File: src/hdl/fbrs_consts.vh
// constants for the flash burst read sequencer
`ifndef FBRS_CONSTS_VH
`define FBRS_CONSTS_VH

// ----------------------------------------------------------------
// widths
// ----------------------------------------------------------------
`define FBRS_ADDR_W 24
`define FBRS_DATA_W 16
`define FBRS_WS_W 4
`define FBRS_CNT_W 6

// ----------------------------------------------------------------
// burst modes
// ----------------------------------------------------------------
`define FBRS_MODE_CONT 2'h0
`define FBRS_MODE_W8 2'h1
`define FBRS_MODE_W16 2'h2
`define FBRS_MODE_W32 2'h3

// ----------------------------------------------------------------
// group sizes and line geometry
// ----------------------------------------------------------------
`define FBRS_GRP8 6'h08
`define FBRS_GRP16 6'h10
`define FBRS_GRP32 6'h20
`define FBRS_LINE_LSB 7
`define FBRS_LINE_MASK 7'h7F
`define FBRS_OFS_LSB 0
`define FBRS_OFS_MSB 2
`define FBRS_PEN_BASE 5'h09

// ----------------------------------------------------------------
// reset values
// ----------------------------------------------------------------
`define FBRS_RST_DQ 16'h0000
`define FBRS_RST_WS 4'h2
`define FBRS_RST_MODE 2'h0
`define FBRS_RST_ADDR 24'h000000

`endif

File: src/hdl/fbrs_seq.v
// burst read sequencer of the synchronous flash device
// Operation
// - 4-6 ws: extra cycles max(0, offset+ws-9)
// - 3 ws: one extra cycle only at offset 7
// - 2 ws: no boundary wait cycles ever
// - continuous burst increments, wraps to zero
// - chip select high or reset stops burst
// - address strobe low restarts burst at address
// - first line crossing adds latency unless suspended sector
// - busy bank: drive status, ignore clock
// - wrap burst reads 8, 16, 32 words
// - wrap burst delivers each word once, ends
// - group top wraps low bits, keeps upper
// - wrap mode inserts no boundary wait cycles
// - groups aligned to their own size
// - reset defaults to async, config enables burst
`default_nettype none
`include "fbrs_consts.vh"

module fbrs_seq (
  // clock and reset
  input wire mclk_i,
  input wire rst_i,
  // host pins
  input wire hw_reset_n_i,
  input wire chip_sel_n_i,
  input wire address_valid_strobe_n_i,
  input wire burst_clk_i,
  input wire [`FBRS_ADDR_W-1:0] addr_i,
  // configuration load
  input wire cfg_wr_i,
  input wire [1:0] cfg_mode_i,
  input wire [`FBRS_WS_W-1:0] cfg_wait_i,
  // array side
  input wire [`FBRS_DATA_W-1:0] array_data_i,
  input wire bank_busy_i,
  input wire sect_suspended_i,
  input wire [`FBRS_DATA_W-1:0] status_data_i,
  output wire [`FBRS_ADDR_W-1:0] array_addr_o,
  // data pins
  output wire [`FBRS_DATA_W-1:0] dq_o,
  output wire dq_oe_n_o,
  output wire rdy_o,
  output wire sync_mode_o
);

  // ----------------------------------------------------------------
  // states
  // ----------------------------------------------------------------
  localparam ST_IDLE = 3'h0;
  localparam ST_LAT = 3'h1;
  localparam ST_BURST = 3'h2;
  localparam ST_WAIT = 3'h3;
  localparam ST_STAT = 3'h4;
  localparam ST_DONE = 3'h5;

  // ----------------------------------------------------------------
  // functions
  // ----------------------------------------------------------------
  // boundary penalty from start offset and initial wait count
  function [`FBRS_WS_W-1:0] pen_calc;
    input [2:0] ofs;
    input [`FBRS_WS_W-1:0] ws;
    reg [4:0] sum;
    reg [4:0] dif;
    begin
      sum = {2'h0, ofs} + {1'h0, ws};
      // subtract at full width so long wait counts keep their top bit
      dif = sum - `FBRS_PEN_BASE;
      if (sum > `FBRS_PEN_BASE) begin
        pen_calc = dif[`FBRS_WS_W-1:0];
      end else begin
        pen_calc = 4'h0;
      end
    end
  endfunction

  function [`FBRS_CNT_W-1:0] grp_size;
    input [1:0] mode;
    begin
      case (mode)
        `FBRS_MODE_W8: grp_size = `FBRS_GRP8;
        `FBRS_MODE_W16: grp_size = `FBRS_GRP16;
        `FBRS_MODE_W32: grp_size = `FBRS_GRP32;
        default: grp_size = 6'h00;
      endcase
    end
  endfunction

  // ----------------------------------------------------------------
  // pin synchronisers
  // ----------------------------------------------------------------
  // bit 3 reset, 2 select, 1 strobe, 0 burst clock
  reg [3:0] pin_s1_r;
  reg [3:0] pin_s2_r;
  reg [`FBRS_ADDR_W-1:0] addr_s1_r;
  reg [`FBRS_ADDR_W-1:0] addr_s2_r;
  reg bclk_d_r;

  always @(posedge mclk_i) begin
    if (rst_i) begin
      pin_s1_r <= 4'hE;
      pin_s2_r <= 4'hE;
      addr_s1_r <= `FBRS_RST_ADDR;
      addr_s2_r <= `FBRS_RST_ADDR;
      bclk_d_r <= 1'b0;
    end else begin
      pin_s1_r <= {hw_reset_n_i, chip_sel_n_i, address_valid_strobe_n_i, burst_clk_i};
      pin_s2_r <= pin_s1_r;
      addr_s1_r <= addr_i;
      addr_s2_r <= addr_s1_r;
      bclk_d_r <= pin_s2_r[0];
    end
  end

  wire hw_rst = ~pin_s2_r[3];
  wire sel = ~pin_s2_r[2];
  wire avd = ~pin_s2_r[1];
  wire bclk_rise = pin_s2_r[0] & ~bclk_d_r;
  wire int_rst = rst_i | hw_rst;

  // ----------------------------------------------------------------
  // configuration
  // ----------------------------------------------------------------
  reg sync_en_r;
  reg [1:0] mode_r;
  reg [`FBRS_WS_W-1:0] ws_r;

  // reads stay asynchronous until the host loads a configuration
  always @(posedge mclk_i) begin
    if (int_rst) begin
      sync_en_r <= 1'b0;
      mode_r <= `FBRS_RST_MODE;
      ws_r <= `FBRS_RST_WS;
    end else if (cfg_wr_i) begin
      sync_en_r <= 1'b1;
      mode_r <= cfg_mode_i;
      ws_r <= cfg_wait_i;
    end
  end

  // ----------------------------------------------------------------
  // sequencer
  // ----------------------------------------------------------------
  reg [2:0] st_r;
  reg [2:0] st_nxt;
  reg [`FBRS_ADDR_W-1:0] addr_r;
  reg [`FBRS_ADDR_W-1:0] addr_nxt;
  reg [1:0] bmode_r;
  reg [1:0] bmode_nxt;
  reg [`FBRS_WS_W-1:0] cnt_r;
  reg [`FBRS_WS_W-1:0] cnt_nxt;
  reg [`FBRS_WS_W-1:0] pen_r;
  reg [`FBRS_WS_W-1:0] pen_nxt;
  reg pen_used_r;
  reg pen_used_nxt;
  reg [`FBRS_CNT_W-1:0] words_r;
  reg [`FBRS_CNT_W-1:0] words_nxt;
  reg [`FBRS_DATA_W-1:0] dq_r;
  reg [`FBRS_DATA_W-1:0] dq_nxt;
  reg oe_n_r;
  reg oe_n_nxt;
  reg rdy_r;
  reg rdy_nxt;

  wire [`FBRS_ADDR_W-1:0] step_addr;
  wire line_cross;

  fbrs_addr_step u_step (
    .addr_i(addr_r),
    .mode_i(bmode_r),
    .next_o(step_addr),
    .line_cross_o(line_cross)
  );

  wire [`FBRS_CNT_W-1:0] words_inc = words_r + 6'h01;
  wire wrap_last = (bmode_r != `FBRS_MODE_CONT) && (words_inc == grp_size(bmode_r));

  // word delivery shared by the latency exit and the burst state
  reg do_dlv;

  always @* begin
    st_nxt = st_r;
    addr_nxt = addr_r;
    bmode_nxt = bmode_r;
    cnt_nxt = cnt_r;
    pen_nxt = pen_r;
    pen_used_nxt = pen_used_r;
    words_nxt = words_r;
    dq_nxt = dq_r;
    oe_n_nxt = oe_n_r;
    rdy_nxt = rdy_r;
    do_dlv = 1'b0;
    if (!sel || !sync_en_r) begin
      // deselect ends any burst at once
      st_nxt = ST_IDLE;
      oe_n_nxt = 1'b1;
      rdy_nxt = 1'b0;
    end else if (bclk_rise && avd) begin
      // strobe low latches a fresh address, aborting whatever ran
      st_nxt = ST_LAT;
      addr_nxt = addr_s2_r;
      bmode_nxt = mode_r;
      cnt_nxt = ws_r;
      pen_nxt = (mode_r == `FBRS_MODE_CONT) ?
                pen_calc(addr_s2_r[`FBRS_OFS_MSB:`FBRS_OFS_LSB], ws_r) : 4'h0;
      pen_used_nxt = 1'b0;
      words_nxt = 6'h00;
      oe_n_nxt = 1'b1;
      rdy_nxt = 1'b0;
    end else if (bclk_rise) begin
      case (st_r)
        ST_LAT: begin
          if (cnt_r <= 4'h1) begin
            oe_n_nxt = 1'b0;
            do_dlv = 1'b1;
          end else begin
            cnt_nxt = cnt_r - 4'h1;
          end
        end
        ST_BURST: begin
          do_dlv = 1'b1;
        end
        ST_WAIT: begin
          // no address step while a wait cycle is inserted
          rdy_nxt = 1'b0;
          if (cnt_r <= 4'h1) begin
            st_nxt = ST_BURST;
          end else begin
            cnt_nxt = cnt_r - 4'h1;
          end
        end
        ST_STAT: begin
          dq_nxt = status_data_i;
        end
        ST_DONE: begin
          oe_n_nxt = 1'b1;
          rdy_nxt = 1'b0;
          st_nxt = ST_IDLE;
        end
        default: begin
          st_nxt = ST_IDLE;
        end
      endcase
    end else if (st_r == ST_STAT) begin
      // status tracks the array even without clock edges
      dq_nxt = status_data_i;
    end
    // kept inline so every input it reads wakes this process
    if (do_dlv) begin
      if (bank_busy_i) begin
        // busy bank answers with status and stops listening to the clock
        st_nxt = ST_STAT;
        dq_nxt = status_data_i;
        rdy_nxt = 1'b1;
      end else begin
        dq_nxt = array_data_i;
        rdy_nxt = 1'b1;
        addr_nxt = step_addr;
        words_nxt = words_inc;
        if (wrap_last) begin
          st_nxt = ST_DONE;
        end else if (line_cross && !sect_suspended_i && !pen_used_r && pen_r != 4'h0) begin
          // only the first line crossing of a burst pays the penalty
          st_nxt = ST_WAIT;
          cnt_nxt = pen_r;
          pen_used_nxt = 1'b1;
        end else begin
          st_nxt = ST_BURST;
          if (line_cross) begin
            pen_used_nxt = 1'b1;
          end
        end
      end
    end
  end

  always @(posedge mclk_i) begin
    if (int_rst) begin
      st_r <= ST_IDLE;
      addr_r <= `FBRS_RST_ADDR;
      bmode_r <= `FBRS_RST_MODE;
      cnt_r <= 4'h0;
      pen_r <= 4'h0;
      pen_used_r <= 1'b0;
      words_r <= 6'h00;
      dq_r <= `FBRS_RST_DQ;
      oe_n_r <= 1'b1;
      rdy_r <= 1'b0;
    end else begin
      st_r <= st_nxt;
      addr_r <= addr_nxt;
      bmode_r <= bmode_nxt;
      cnt_r <= cnt_nxt;
      pen_r <= pen_nxt;
      pen_used_r <= pen_used_nxt;
      words_r <= words_nxt;
      dq_r <= dq_nxt;
      oe_n_r <= oe_n_nxt;
      rdy_r <= rdy_nxt;
    end
  end

  // ----------------------------------------------------------------
  // outputs
  // ----------------------------------------------------------------
  assign array_addr_o = addr_r;
  assign dq_o = dq_r;
  assign dq_oe_n_o = oe_n_r;
  assign rdy_o = rdy_r;
  assign sync_mode_o = sync_en_r;

endmodule // fbrs_seq
`default_nettype wire

File: src/hdl/fbrs_addr_step.v
// next burst address and 128-word line crossing detect
`default_nettype none
`include "fbrs_consts.vh"

module fbrs_addr_step (
  // current address and mode
  input wire [`FBRS_ADDR_W-1:0] addr_i,
  input wire [1:0] mode_i,
  // stepped address
  output reg [`FBRS_ADDR_W-1:0] next_o,
  output wire line_cross_o
);

  reg [`FBRS_ADDR_W-1:0] inc;
  reg [`FBRS_ADDR_W-1:0] msk;

  always @* begin
    // full-width increment rolls over to zero at the top
    inc = addr_i + 24'h000001;
    case (mode_i)
      `FBRS_MODE_W8: msk = 24'h000007;
      `FBRS_MODE_W16: msk = 24'h00000F;
      `FBRS_MODE_W32: msk = 24'h00001F;
      default: msk = 24'h000000;
    endcase
    if (mode_i == `FBRS_MODE_CONT) begin
      next_o = inc;
    end else begin
      next_o = (addr_i & ~msk) | (inc & msk);
    end
  end

  // only a continuous burst leaves its line; wrap groups never do
  assign line_cross_o = (mode_i == `FBRS_MODE_CONT) &&
                        (addr_i[`FBRS_LINE_LSB-1:0] == `FBRS_LINE_MASK);

endmodule // fbrs_addr_step
`default_nettype wire

File: config.mk
export PLATFORM = sky130hd
export DESIGN_NAME = fbrs_seq
export DESIGN_NICKNAME = d
export VERILOG_FILES = /design/src/hdl/fbrs_seq.v /design/src/hdl/fbrs_addr_step.v
export VERILOG_INCLUDE_DIRS = /design/src /design/src/hdl
export SDC_FILE = /design/constraint.sdc
export NUM_CORES = 1
export LEC_CHECK = 0
export BUFFER_PORTS_ARGS = -buffer_cell sky130_fd_sc_hd__buf_4
export CAP_MARGIN = 20
export CELL_PAD_IN_SITES_DETAIL_PLACEMENT = 0
export CELL_PAD_IN_SITES_GLOBAL_PLACEMENT = 1
export CORE_MARGIN = 2
export CORE_UTILIZATION = 44
export DETAILED_ROUTE_END_ITERATION = 10
export PLACE_DENSITY_LB_ADDON = 0.1
export SETUP_SLACK_MARGIN = 0.15
export SYNTH_ARGS = -nofsm -noshare
export SYNTH_HDL_FRONTEND = slang
export SYNTH_SLANG_ARGS = --single-unit
File: constraint.sdc
create_clock -name mclk_i -period 3.54 [get_ports mclk_i]
set_input_delay 0.708 -clock mclk_i [delete_from_list [all_inputs] [get_ports mclk_i]]
set_output_delay 0.708 -clock mclk_i [all_outputs]
set_load 0.03 [all_outputs]
# ---- Yosys cells after proc, flatten, opt, wreduce, memory -nomap -nowiden
# Index checks and enable logic that the tools add are counted.
# Widths: inputs -> output; s select.
dict set report classes {
  addsub 5
  order_cmp 2
  n_eq_ne 15
  mux 55
  bitwise_logic 10
  reduce_logical 27
}
# cell n
set ops {}
lappend ops {{$mux 24} 5}
lappend ops {{$mux 16} 5}
lappend ops {{$mux 4} 11}
lappend ops {{$add 24x1->24 const B} 1}
lappend ops {{$and 24x24->24} 1}
lappend ops {{$and 24x5->24} 1}
lappend ops {{$mux 6} 4}
lappend ops {{$not 5->24} 1}
lappend ops {{$or 24x24->24} 1}
lappend ops {{$mux 3} 7}
lappend ops {{$mux 1} 18}
lappend ops {{$pmux 6 s3} 1}
lappend ops {{$pmux 5 s3} 1}
lappend ops {{$reduce_bool 4->1} 3}
lappend ops {{$reduce_and 3->1} 3}
lappend ops {{$eq 7x7->1 const B} 1}
lappend ops {{$add 6x1->6 const B} 1}
lappend ops {{$eq 3x2->1 const B} 2}
lappend ops {{$eq 3x3->1 const B} 2}
lappend ops {{$eq 6x6->1} 1}
lappend ops {{$logic_and 1x1->1} 6}
lappend ops {{$ne 2x2->1 const B} 3}
lappend ops {{$pmux 3 s2} 1}
lappend ops {{$reduce_bool 2->1} 3}
lappend ops {{other kinds (20)} 31}
dict set report totals {
  regBits 126
  input_bits 71
  output_inout_bits 43
  word_cells 132
}

# ---- Longest topological paths before layout
# Gate-level depths: netlist (run 1).
dict set report depth {
  word_depth 10
  mapped_depth 10
}

# ---- Modules after synthesis
# A second synthesis (run 1) with hierarchy kept.
dict set report hier_totals {
  hier_cells 632
  hier_area_um2 5642.9
}
# mod n_inst cells_each area_per_inst_um2 seq_area_each_um2
set modules_own_cells {}
lappend modules_own_cells {fbrs_seq 1 568 5142.4 2522.4}
lappend modules_own_cells {fbrs_addr_step 1 64 500.5 0.0}

# ---- Least setup slack after synthesis (run 1)
# No wires, ideal clock.
dict set report synth_timing {
  path_kind {reg2reg}
  from {register cnt_r[0]}
  to {register with a tool-made name}
  setup_time_ps 115
  arrival_ps 2088
  t_required_ps 3425
  path_slack_ps 1337
  path_stages_with_launch 11
  n_path_buf 3
  period_less_slack_ps 2203
  cell_sequence {dfxtp_1 > inv_1 > ha_1 > or2_1 > clkbuf_1 > a31oi_2 > or3_1 > buf_2 > buf_1 > o21ai_1 > and3_1}
}
# element line_no
set synth_rtl {}
lappend synth_rtl {{from (decl)} fbrs_seq.v:151} ;# reg [`FBRS_WS_W-1:0] cnt_r;
lappend synth_rtl {{from (signal assigned)} fbrs_seq.v:294} ;# cnt_r <= cnt_nxt;

==> results of run 1 <==
-- routing by layer --
layer / vias up / GRT usage, % / routed length, um
met5: - / 0 / 0
met2: 154 / 34.8 / 6580
li1: 2474 / - / -
met3: 16 / 4.81 / 783
met1: 2314 / 29.3 / 6810
met4: 0 / 9.44 / 187
-- logic make-up (layout without fill, tap and decap cells) --
| logic type | Yosys count | count (layout) | synth area share (%) |
|---|---|---|---|
| AND/OR/NAND/NOR | 272 | 272 | 26.3 |
| AO/OA/AOI/OAI | 150 | 150 | 17.1 |
| flip-flops | 126 | 126 | 45.9 |
| buffers and inverters | 49 | 166 | 3.41 |
| adder cells (fa/ha/maj) | 17 | 17 | 4.00 |
| XOR/XNOR | 10 | 10 | 1.59 |
| multiplexers | 10 | 10 | 1.82 |
-- worst max-delay path, cell delays in order (launching register included) --
cell,delay (ns)
dfxtp_1,0.40
inv_1,0.06
ha_1,0.22
or2_1,0.30
a31oi_2,0.55
or3_1,0.33
buf_4,0.31
o21ai_1,0.11
and3_1,0.17
-- cells in the mapped netlist, types with 11 or more instances --
cell type	count
nand3_1	21
a31oi_1	33
nor2b_1	58
o21ai_0	28
ha_1	16
o21ai_1	11
nor3_1	12
clkbuf_1	34
or4_1	12
nand2_1	86
nor2_1	29
dfxtp_1	126
a21oi_1	32
-- how the worst min path moves through the flow --
stage	from	endpoint	slack (ns)	depth (start not counted)
detailed placement	pin_s1_r[3]$_SDFF_PP1_	pin_s2_r[3]$_SDFF_PP1_	0.39	1
global route	pin_s1_r[1]$_SDFF_PP1_	pin_s2_r[1]$_SDFF_PP1_	0.42	1
global placement	pin_s1_r[3]$_SDFF_PP1_	pin_s2_r[3]$_SDFF_PP1_	0.39	1
floorplan	pin_s1_r[1]$_SDFF_PP1_	pin_s2_r[1]$_SDFF_PP1_	0.38	1
finish	pin_s1_r[3]$_SDFF_PP1_	pin_s2_r[3]$_SDFF_PP1_	0.40	1
CTS	pin_s1_r[3]$_SDFF_PP1_	pin_s2_r[3]$_SDFF_PP1_	0.40	1
-- layout make-up --
class / count / area, um2
clock buffer: 19 / 443
clock inverter: 13 / 105
tap: 168 / 210
timing repair buffer: 124 / 931
fill: 1123 / 5060
multi-input combinational: 459 / 2800
inverter: 10 / 37.5
sequential: 126 / 2520
-- state kept, by name, summed over array words and instances, names as in the netlist, 3 cells and up, named ones only --
| register | cells |
|---|---|
| cnt_r | 4 |
| array_addr_o | 22 |
| words_r | 6 |
| dq_o | 16 |
| pin_s1_r | 4 |
| addr_s1_r | 24 |
| pen_r | 4 |
| ws_r | 4 |
| st_r | 3 |
| pin_s2_r | 4 |
| addr_s2_r | 24 |
-- power by group --
part	total, uW	leakage [uW]	switching [uW]	internal (uW)
clock	1590	0.000258	665	926
sequential	1470	0.00103	18.0	1450
combinational	167	0.00148	76.1	90.4
total	3230	0.00277	759	2470
-- through the flow --
step | std cells | utilization [%]
6_report | 919 | 58.2
4_1_cts | 919 | 58.2
3_5_place_dp | 887 | 53.7
2_1_floorplan | 634 | -
3_3_place_gp | 887 | 53.7
5_1_grt | 919 | 58.2
==> results_dict.tcl, run 1 <==
set metrics [dict create \
    netlist_instances 634 \
    reg2reg_slack_ns 0.99 \
    vias_per_cell 5.39 \
    setup_viol 0 \
    cap_violations 0 \
    place_ws_ns 1.02 \
    total_power_uw 3230 \
    hp-class "register to register" \
    n_antenna_cell 0 \
    first_pass_iters 5 \
    cts_tree "yes" \
    portBuffers 113 \
    layout_setup_ws_ns 0.991 \
    finalCriticalPeriod_ns 2.55 \
    dpl.hpwl_um 10000 \
    final_nets 826 \
    fmax_mhz 392 \
    critPathRequiredTime_ns 3.84 \
    grt_use_total_pct 22.1 \
    grt_pass1_vias 4652 \
    synth_largest_area_cell "dfxtp_1" \
    ff2ff_path_depth 8 \
    power_density_mw_per_mm2 458 \
    grt_max_degree 60 \
    grt.overflow.total 0 \
    routed_wirelength_um 14400 \
    numCtsBuffers 17 \
    tns_ns 0 \
    final_cell_area_mm2 0.00705 \
    num_vias 4958 \
    rr_startpoint "cnt_r[0]$_SDFF_PP0_" \
    clockBufferDepth 2 \
    grt_first_pass_wirelength_um 23000 \
    worstSetupEndpointType "register" \
    ys_types 55 \
    ys_warn_count 0 \
    synth_flop_cell "dfxtp_1" \
    fp.dieW_um 116 \
    syn_to_final_growth_pct 28.1 \
    hold_viol 0 \
    core_area_mm2 0.0121 \
    maxSlewHeadroom_pct 45.4 \
    pin_count 114 \
    antenna_found_initial 0 \
    insertion_delay_ns 0.41 \
    final_cell_mix "dfxtp_1 (126), buf_4 (124), nand2_1 (86), nor2b_1 (57), a31oi_1 (33)" \
    place_congestion 0.885 \
    finalClockSkew_ns 0.00844 \
    tightest_slew_ns 0.812 \
    post_cts_resized 0 \
    fp.dieH_um 116 \
    synth-edff-count 0 \
    clkSinkCount 126 \
    cp_data_arrival_time_ns 2.85 \
    place_area_mm2 0.00650 \
    postRouteAntennaNets 0 \
    crit_fanout 23 \
    finalMaxSlewViolations 0 \
    rsz0062_at_grt "no" \
    synth_nets 722 \
    synth_area_mm2 0.00550 \
    htreeDepth 4 \
    cts-root-buf "clkbuf_16" \
    wl_per_cell_um 15.6 \
    synth_top_area_share_pct 45.9 \
    ir_drop_uv 340 \
    p_leak_uw 0.00277 \
    ys_ff_latch 126 \
    drtIter0Drc 344 \
    startpoint_type "register" \
    drc 0 \
    post-cts-setup-buffer-count 0 \
    outcome "complete, no violations" \
    cts.clk_slew.worst_paths_ns 0.06 \
    synth-async-reset-ratio_pct 0 \
    final_common_cell "dfxtp_1" \
    critPathKind "register to register" \
    hold_ws_ns 0.402 \
    syn_avg_cell_area_um2 8.68 \
    start_util_pct 45.4 \
    critPathLaunch "cnt_r[0]$_SDFF_PP0_" \
    fp-row-count 40 \
    seq_area_frac_synth_pct 45.9 \
    dieArea_mm2 0.0134 \
    hold_buffers 0 \
    post-route-period-util_pct 72.0 \
    synthTopCellsByArea "dfxtp_1 (46%), nor2b_1 (6.6%), nand2_1 (5.9%)" \
    drive_gt1_share_pct 21.3 \
]
No activity file was read; power rests on OpenSTA's default activity.
==> run 2, diff against run 1 <==
--- a/config.mk
+++ b/config.mk
@@ -11,7 +11,7 @@
 export CELL_PAD_IN_SITES_DETAIL_PLACEMENT = 0
 export CELL_PAD_IN_SITES_GLOBAL_PLACEMENT = 1
 export CORE_MARGIN = 2
-export CORE_UTILIZATION = 44
+export CORE_UTILIZATION = 37
 export DETAILED_ROUTE_END_ITERATION = 10
 export PLACE_DENSITY_LB_ADDON = 0.1
 export SETUP_SLACK_MARGIN = 0.15
==> constraint.sdc (replaced) <==
create_clock -name mclk_i -period 2.2 [get_ports mclk_i]
set_input_delay 0.44 -clock mclk_i [delete_from_list [all_inputs] [get_ports mclk_i]]
set_output_delay 0.44 -clock mclk_i [all_outputs]
set_load 0.03 [all_outputs]
==> results_dict.tcl, run 2 (synthesized netlist as in run 1, its figures left out) <==
set metrics [dict create \
    outcome "complete, no violations" \
    hold_buffers 0 \
    p_leak_uw 0.00308 \
    p_sw_uw 1310 \
    final_cell_mix "buf_4 (168), dfxtp_1 (112), nand2_1 (86), nor2b_1 (57), a31oi_1 (33)" \
    fp.dieW_um 126 \
    clkPwrFrac_pct 52.8 \
    ir_drop_uv 522 \
    worstPathCellList "inv_2, ha_4, and4_4, nand4b_1, or3_4, or4_4, a31oi_1" \
    cp_data_arrival_time_ns 2.40 \
    worstSetupEndpointType "register" \
    grt_use_total_pct 19.8 \
    ff2ff_path_depth 7 \
    crit_path_top_delay_cell "or3_4" \
    cap_violations 0 \
    tightest_slew_ns 0.748 \
    fmax_mhz 489 \
    critPathKind "register to register" \
    routed_wirelength_um 15900 \
    post-route-period-util_pct 92.9 \
    grt.overflow.total 0 \
    seqPwrFrac_pct 42.1 \
    dieArea_mm2 0.0159 \
    syn_to_final_growth_pct 40.5 \
    hold_viol 0 \
    critPathRequiredTime_ns 2.56 \
    n_antenna_cell 0 \
    numCtsBuffers 17 \
    whs_path_depth 2 \
    place_congestion 0.858 \
    startpoint_type "register" \
    postRouteAntennaNets 0 \
    core_area_mm2 0.0145 \
    insertion_delay_ns 0.43 \
    finalMaxSlewViolations 0 \
    cts.clk_slew.worst_paths_ns 0.06 \
    finalClockSkew_ns 0.00865 \
    wl_per_cell_um 16.2 \
    sw_frac_of_total_pct 23.3 \
    intPower_uw 4320 \
    hold_ws_ns 0.190 \
    crit_fanout 5 \
    drtIter0Drc 378 \
    setup_viol 0 \
    first_pass_iters 5 \
    start_util_pct 37.8 \
    total_power_uw 5630 \
    pin_count 114 \
    portBuffers 113 \
    htreeDepth 4 \
    combPwrFrac_pct 5.1 \
    fp-row-count 44 \
    drc 0 \
    num_vias 5177 \
    power_density_mw_per_mm2 728 \
    clkSinkCount 126 \
    grt_first_pass_wirelength_um 24700 \
    final_nets 874 \
    maxSlewHeadroom_pct 50.2 \
    grt_max_degree 58 \
    drive_gt1_share_pct 31.8 \
    antenna_found_initial 0 \
    clockBufferDepth 2 \
    cpPeakStageDelay_ns 0.45 \
    cts_tree "yes" \
    hp-class "primary input to register" \
    dpl.hpwl_um 11300 \
    rsz0062_at_grt "yes" \
    cts-root-buf "clkbuf_16" \
    grt_pass1_vias 4820 \
    vias_per_cell 5.27 \
    final_common_cell "buf_4" \
    fillers 1410 \
    finalCriticalPeriod_ns 2.04 \
    fp.dieH_um 126 \
]
run 2: cell types whose count changed in the layout (fill, tap and decap cells not counted), sizes merged:
cell	delta
clkdlybuf4s15	+1
clkinvlp	-2
inv	+3
clkinv	-2
buf	+46
bufinv	+3
clkbuf	-2
or3	+1
run 2: power groups by stage:
stage                     Clock (uW)  Combinational (uW)  Sequential [uW]
after CTS                       3030                 282             2370
after detailed placement           0                 280             2420
after floorplan                    0                 138             2410
after global routing            3120                 318             2370
after global placement             0                 275             2420
final                           2970                 288             2370
run 2: final cells by class:
cell class / count / area [um2] / area share, %
inverter: 10 / 40.0 / 0.518
timing repair buffer: 171 / 1290 / 16.7
tap: 184 / 230 / 2.98
clock buffer: 17 / 425 / 5.50
multi-input combinational: 460 / 3010 / 38.9
sequential: 126 / 2540 / 32.9
clock inverter: 15 / 196 / 2.54
run 2: path summary, 6_finish.rpt:
path,from,end,slack [ns]
worst max-delay path,bmode_r[1]$_SDFFE_PP0P_,array_addr_o[22]$_SDFFE_PP0P_,0.16
worst min-delay path,address_valid_strobe_n_i,pin_s1_r[1]$_SDFF_PP1_,0.19
worst max register to register,bmode_r[1]$_SDFFE_PP0P_,array_addr_o[22]$_SDFFE_PP0P_,0.16
worst min register to register,pin_s1_r[3]$_SDFF_PP1_,pin_s2_r[3]$_SDFF_PP1_,0.40
run 2: what timing repair did:
item,4_1_cts,5_1_grt
cloned,0,3
endpoints found under the setup margin,30,45
pin swaps,2,16
setup buffers,0,10
resized for setup,10,34
run 2: metrics by stage:
| step | util, % | TNS (ns) | instances | area (um2) | worst slack (ns) |
|---|---|---|---|---|---|
| after floorplan | - | 0 | 634 | 5560 | 0.153 |
| after global placement | 46.9 | 0 | 938 | 6820 | 0.0243 |
| after detailed placement | 46.9 | -0.0171 | 938 | 6820 | -0.0171 |
| after CTS | 51.5 | 0 | 970 | 7490 | 0.112 |
| after global routing | 53.2 | 0 | 983 | 7730 | 0.0658 |
| final | 53.2 | 0 | 983 | 7730 | 0.155 |
run 2: per-layer routing:
| layer | vias to the layer above | wire length [um] | GRT usage (%) |
|---|---|---|---|
| met3 | 24 | 890 | 5.18 |
| met5 | - | 0 | 0 |
| met1 | 2412 | 7220 | 25.5 |
| li1 | 2572 | - | - |
| met4 | 0 | 285 | 7.82 |
| met2 | 169 | 7520 | 31.7 |
run 2: worst max-delay path, delay by kind of cell, from the launching register on:
kind,cells,cell delay [ns]
and+or+nand+nor,4,1.26
DFF,1,0.32
AOI/OAI and AO/OA,1,0.16
adders and majority gates,1,0.14
buffers and inverters,1,0.08
==> run 3, diff against run 2 <==
--- a/config.mk
+++ b/config.mk
@@ -11,9 +11,10 @@
 export CELL_PAD_IN_SITES_DETAIL_PLACEMENT = 0
 export CELL_PAD_IN_SITES_GLOBAL_PLACEMENT = 1
 export CORE_MARGIN = 2
-export CORE_UTILIZATION = 37
+export CORE_UTILIZATION = 30
 export DETAILED_ROUTE_END_ITERATION = 10
 export PLACE_DENSITY_LB_ADDON = 0.1
+export RECOVER_POWER = 25
 export SETUP_SLACK_MARGIN = 0.15
 export SYNTH_ARGS = -nofsm -noshare
 export SYNTH_HDL_FRONTEND = slang
==> results_dict.tcl, run 3 (synthesized netlist as in run 1, its figures left out) <==
set metrics [dict create \
    outcome "complete, no violations" \
    first_pass_iters 5 \
    worstSetupEndpointType "register" \
    hold_ws_ns 0.195 \
    finalCriticalPeriod_ns 2.05 \
    critPathRequiredTime_ns 2.54 \
    dpl.hpwl_um 12100 \
    final_cell_mix "buf_4 (165), dfxtp_1 (109), nand2_1 (84), nor2b_1 (56), a31oi_1 (33)" \
    grt_max_degree 57 \
    final_nets 875 \
    clkSinkCount 126 \
    pin_count 114 \
    cap_violations 0 \
    postRouteAntennaNets 0 \
    start_util_pct 30.6 \
    cts_tree "yes" \
    critPathKind "register to register" \
    critPathLaunch "cnt_r[0]$_SDFF_PP0_" \
    tns_ns 0 \
    dp_cells 986 \
    insertion_delay_ns 0.42 \
    antenna_found_initial 0 \
    cts-root-buf "clkbuf_16" \
    wl_met3_um 802 \
    cpLargestDelayFamily "simple AND/OR/NAND/NOR gates" \
    grt.overflow.total 0 \
    fillers 1791 \
    vias_per_cell 4.97 \
    drc 0 \
    syn_to_final_growth_pct 41.6 \
    crit_buf_inv 2 \
    final_common_cell "buf_4" \
    hold_start "chip_sel_n_i" \
    crit_fanout 8 \
    worstPathCellList "inv_2, ha_4, or2_4, a31oi_4, or3_4, buf_6, or4_1, a31oi_1" \
    seqCellArea_mm2 0.00255 \
    rsz0062_at_grt "yes" \
    finalClockSkew_ns 0.00665 \
    tightest_slew_ns 1.01 \
    drive_gt1_share_pct 32.1 \
    startpoint_type "register" \
    htreeDepth 4 \
    p_leak_uw 0.00306 \
    clockBufferDepth 2 \
    hold_buffers 0 \
    hold_viol 0 \
    met2WireLength_um 8090 \
    place_congestion 0.791 \
    grt_use_total_pct 17.1 \
    rr_startpoint "cnt_r[0]$_SDFF_PP0_" \
    ir_drop_uv 469 \
    cpPeakStageDelay_ns 0.44 \
    finalMaxSlewViolations 0 \
    cp_data_arrival_time_ns 2.40 \
    multi_input_area_mm2 0.00303 \
    total_power_uw 5350 \
    wl_per_cell_um 16.6 \
    hp-class "primary input to register" \
    post-route-period-util_pct 93.2 \
    cts.clk_slew.worst_paths_ns 0.06 \
    num_vias 5109 \
    grt_pass1_vias 4910 \
    setup_viol 0 \
    dr.max_layer_used "met4" \
    maxSlewHeadroom_pct 32.8 \
    drtIter0Drc 319 \
    portBuffers 113 \
    fp.dieH_um 139 \
    core_area_mm2 0.0180 \
    numCtsBuffers 17 \
    grt_first_pass_wirelength_um 26200 \
    routed_wirelength_um 17100 \
    power_density_mw_per_mm2 688 \
    n_antenna_cell 0 \
    crit_path_top_delay_cell "or3_4" \
    dieArea_mm2 0.0194 \
    fp-row-count 49 \
    drt-met1-wl_um 8010 \
    fp.dieW_um 139 \
    fmax_mhz 488 \
    fin_cells 1029 \
]
==> run 3: layer usage <==
| layer | up-vias | track usage [%] |
|---|---|---|
| met3 | 12 | 4.89 |
| met4 | 0 | 5.05 |
| met5 | - | 0 |
| met1 | 2401 | 22.9 |
| met2 | 114 | 27.0 |
| li1 | 2582 | - |
==> run 3: repair_timing <==
action	CTS	global route
resized for setup	14	40
gates cloned	0	1
endpoints found under the setup margin	36	47
buffers inserted	2	8
pin swaps	2	19
==> run 3: final timing paths <==
check	endpoint	slack, ns	depth (start not counted)
max	array_addr_o[14]$_SDFFE_PP0P_	0.15	8
min	pin_s1_r[2]$_SDFF_PP1_	0.19	2
max reg2reg	array_addr_o[14]$_SDFFE_PP0P_	0.15	8
min reg2reg	pin_s2_r[3]$_SDFF_PP1_	0.42	1
==> run 3: area by class of cell <==
class | count | area share, %
Clock buffer | 18 | 5.51
Clock inverter | 14 | 1.75
Inverter | 10 | 0.514
Multi-Input combinational cell | 460 | 38.9
Sequential cell | 126 | 32.7
Tap cell | 229 | 3.68
Timing Repair Buffer | 172 | 17.0
==> run 3: power breakdown <==
group / switching [uW] / internal [uW] / leakage [uW]
sequential: 29.8 / 2340 / 0.00104
combinational: 135 / 159 / 0.00176
clock: 1120 / 1570 / 0.000273
==> run 3: per-stage QoR <==
step / utilization (%) / setup slack [ns] / area, um2
after floorplan: - / 0.153 / 5560
after global placement: 38.5 / -0.00688 / 6920
after detailed placement: 38.5 / -0.0317 / 6920
after CTS: 42.1 / 0.154 / 7560
after global routing: 43.4 / 0.0658 / 7790
final: 43.4 / 0.149 / 7790
==> run 3: worst register-to-register path, stage by stage (launching register included) <==
cell and delay, ns:
dfxtp_4 0.36, inv_2 0.06, ha_4 0.13, or2_4 0.13, a31oi_4 0.13, or3_4 0.44, buf_6 0.15, or4_1 0.41
a31oi_1 0.17
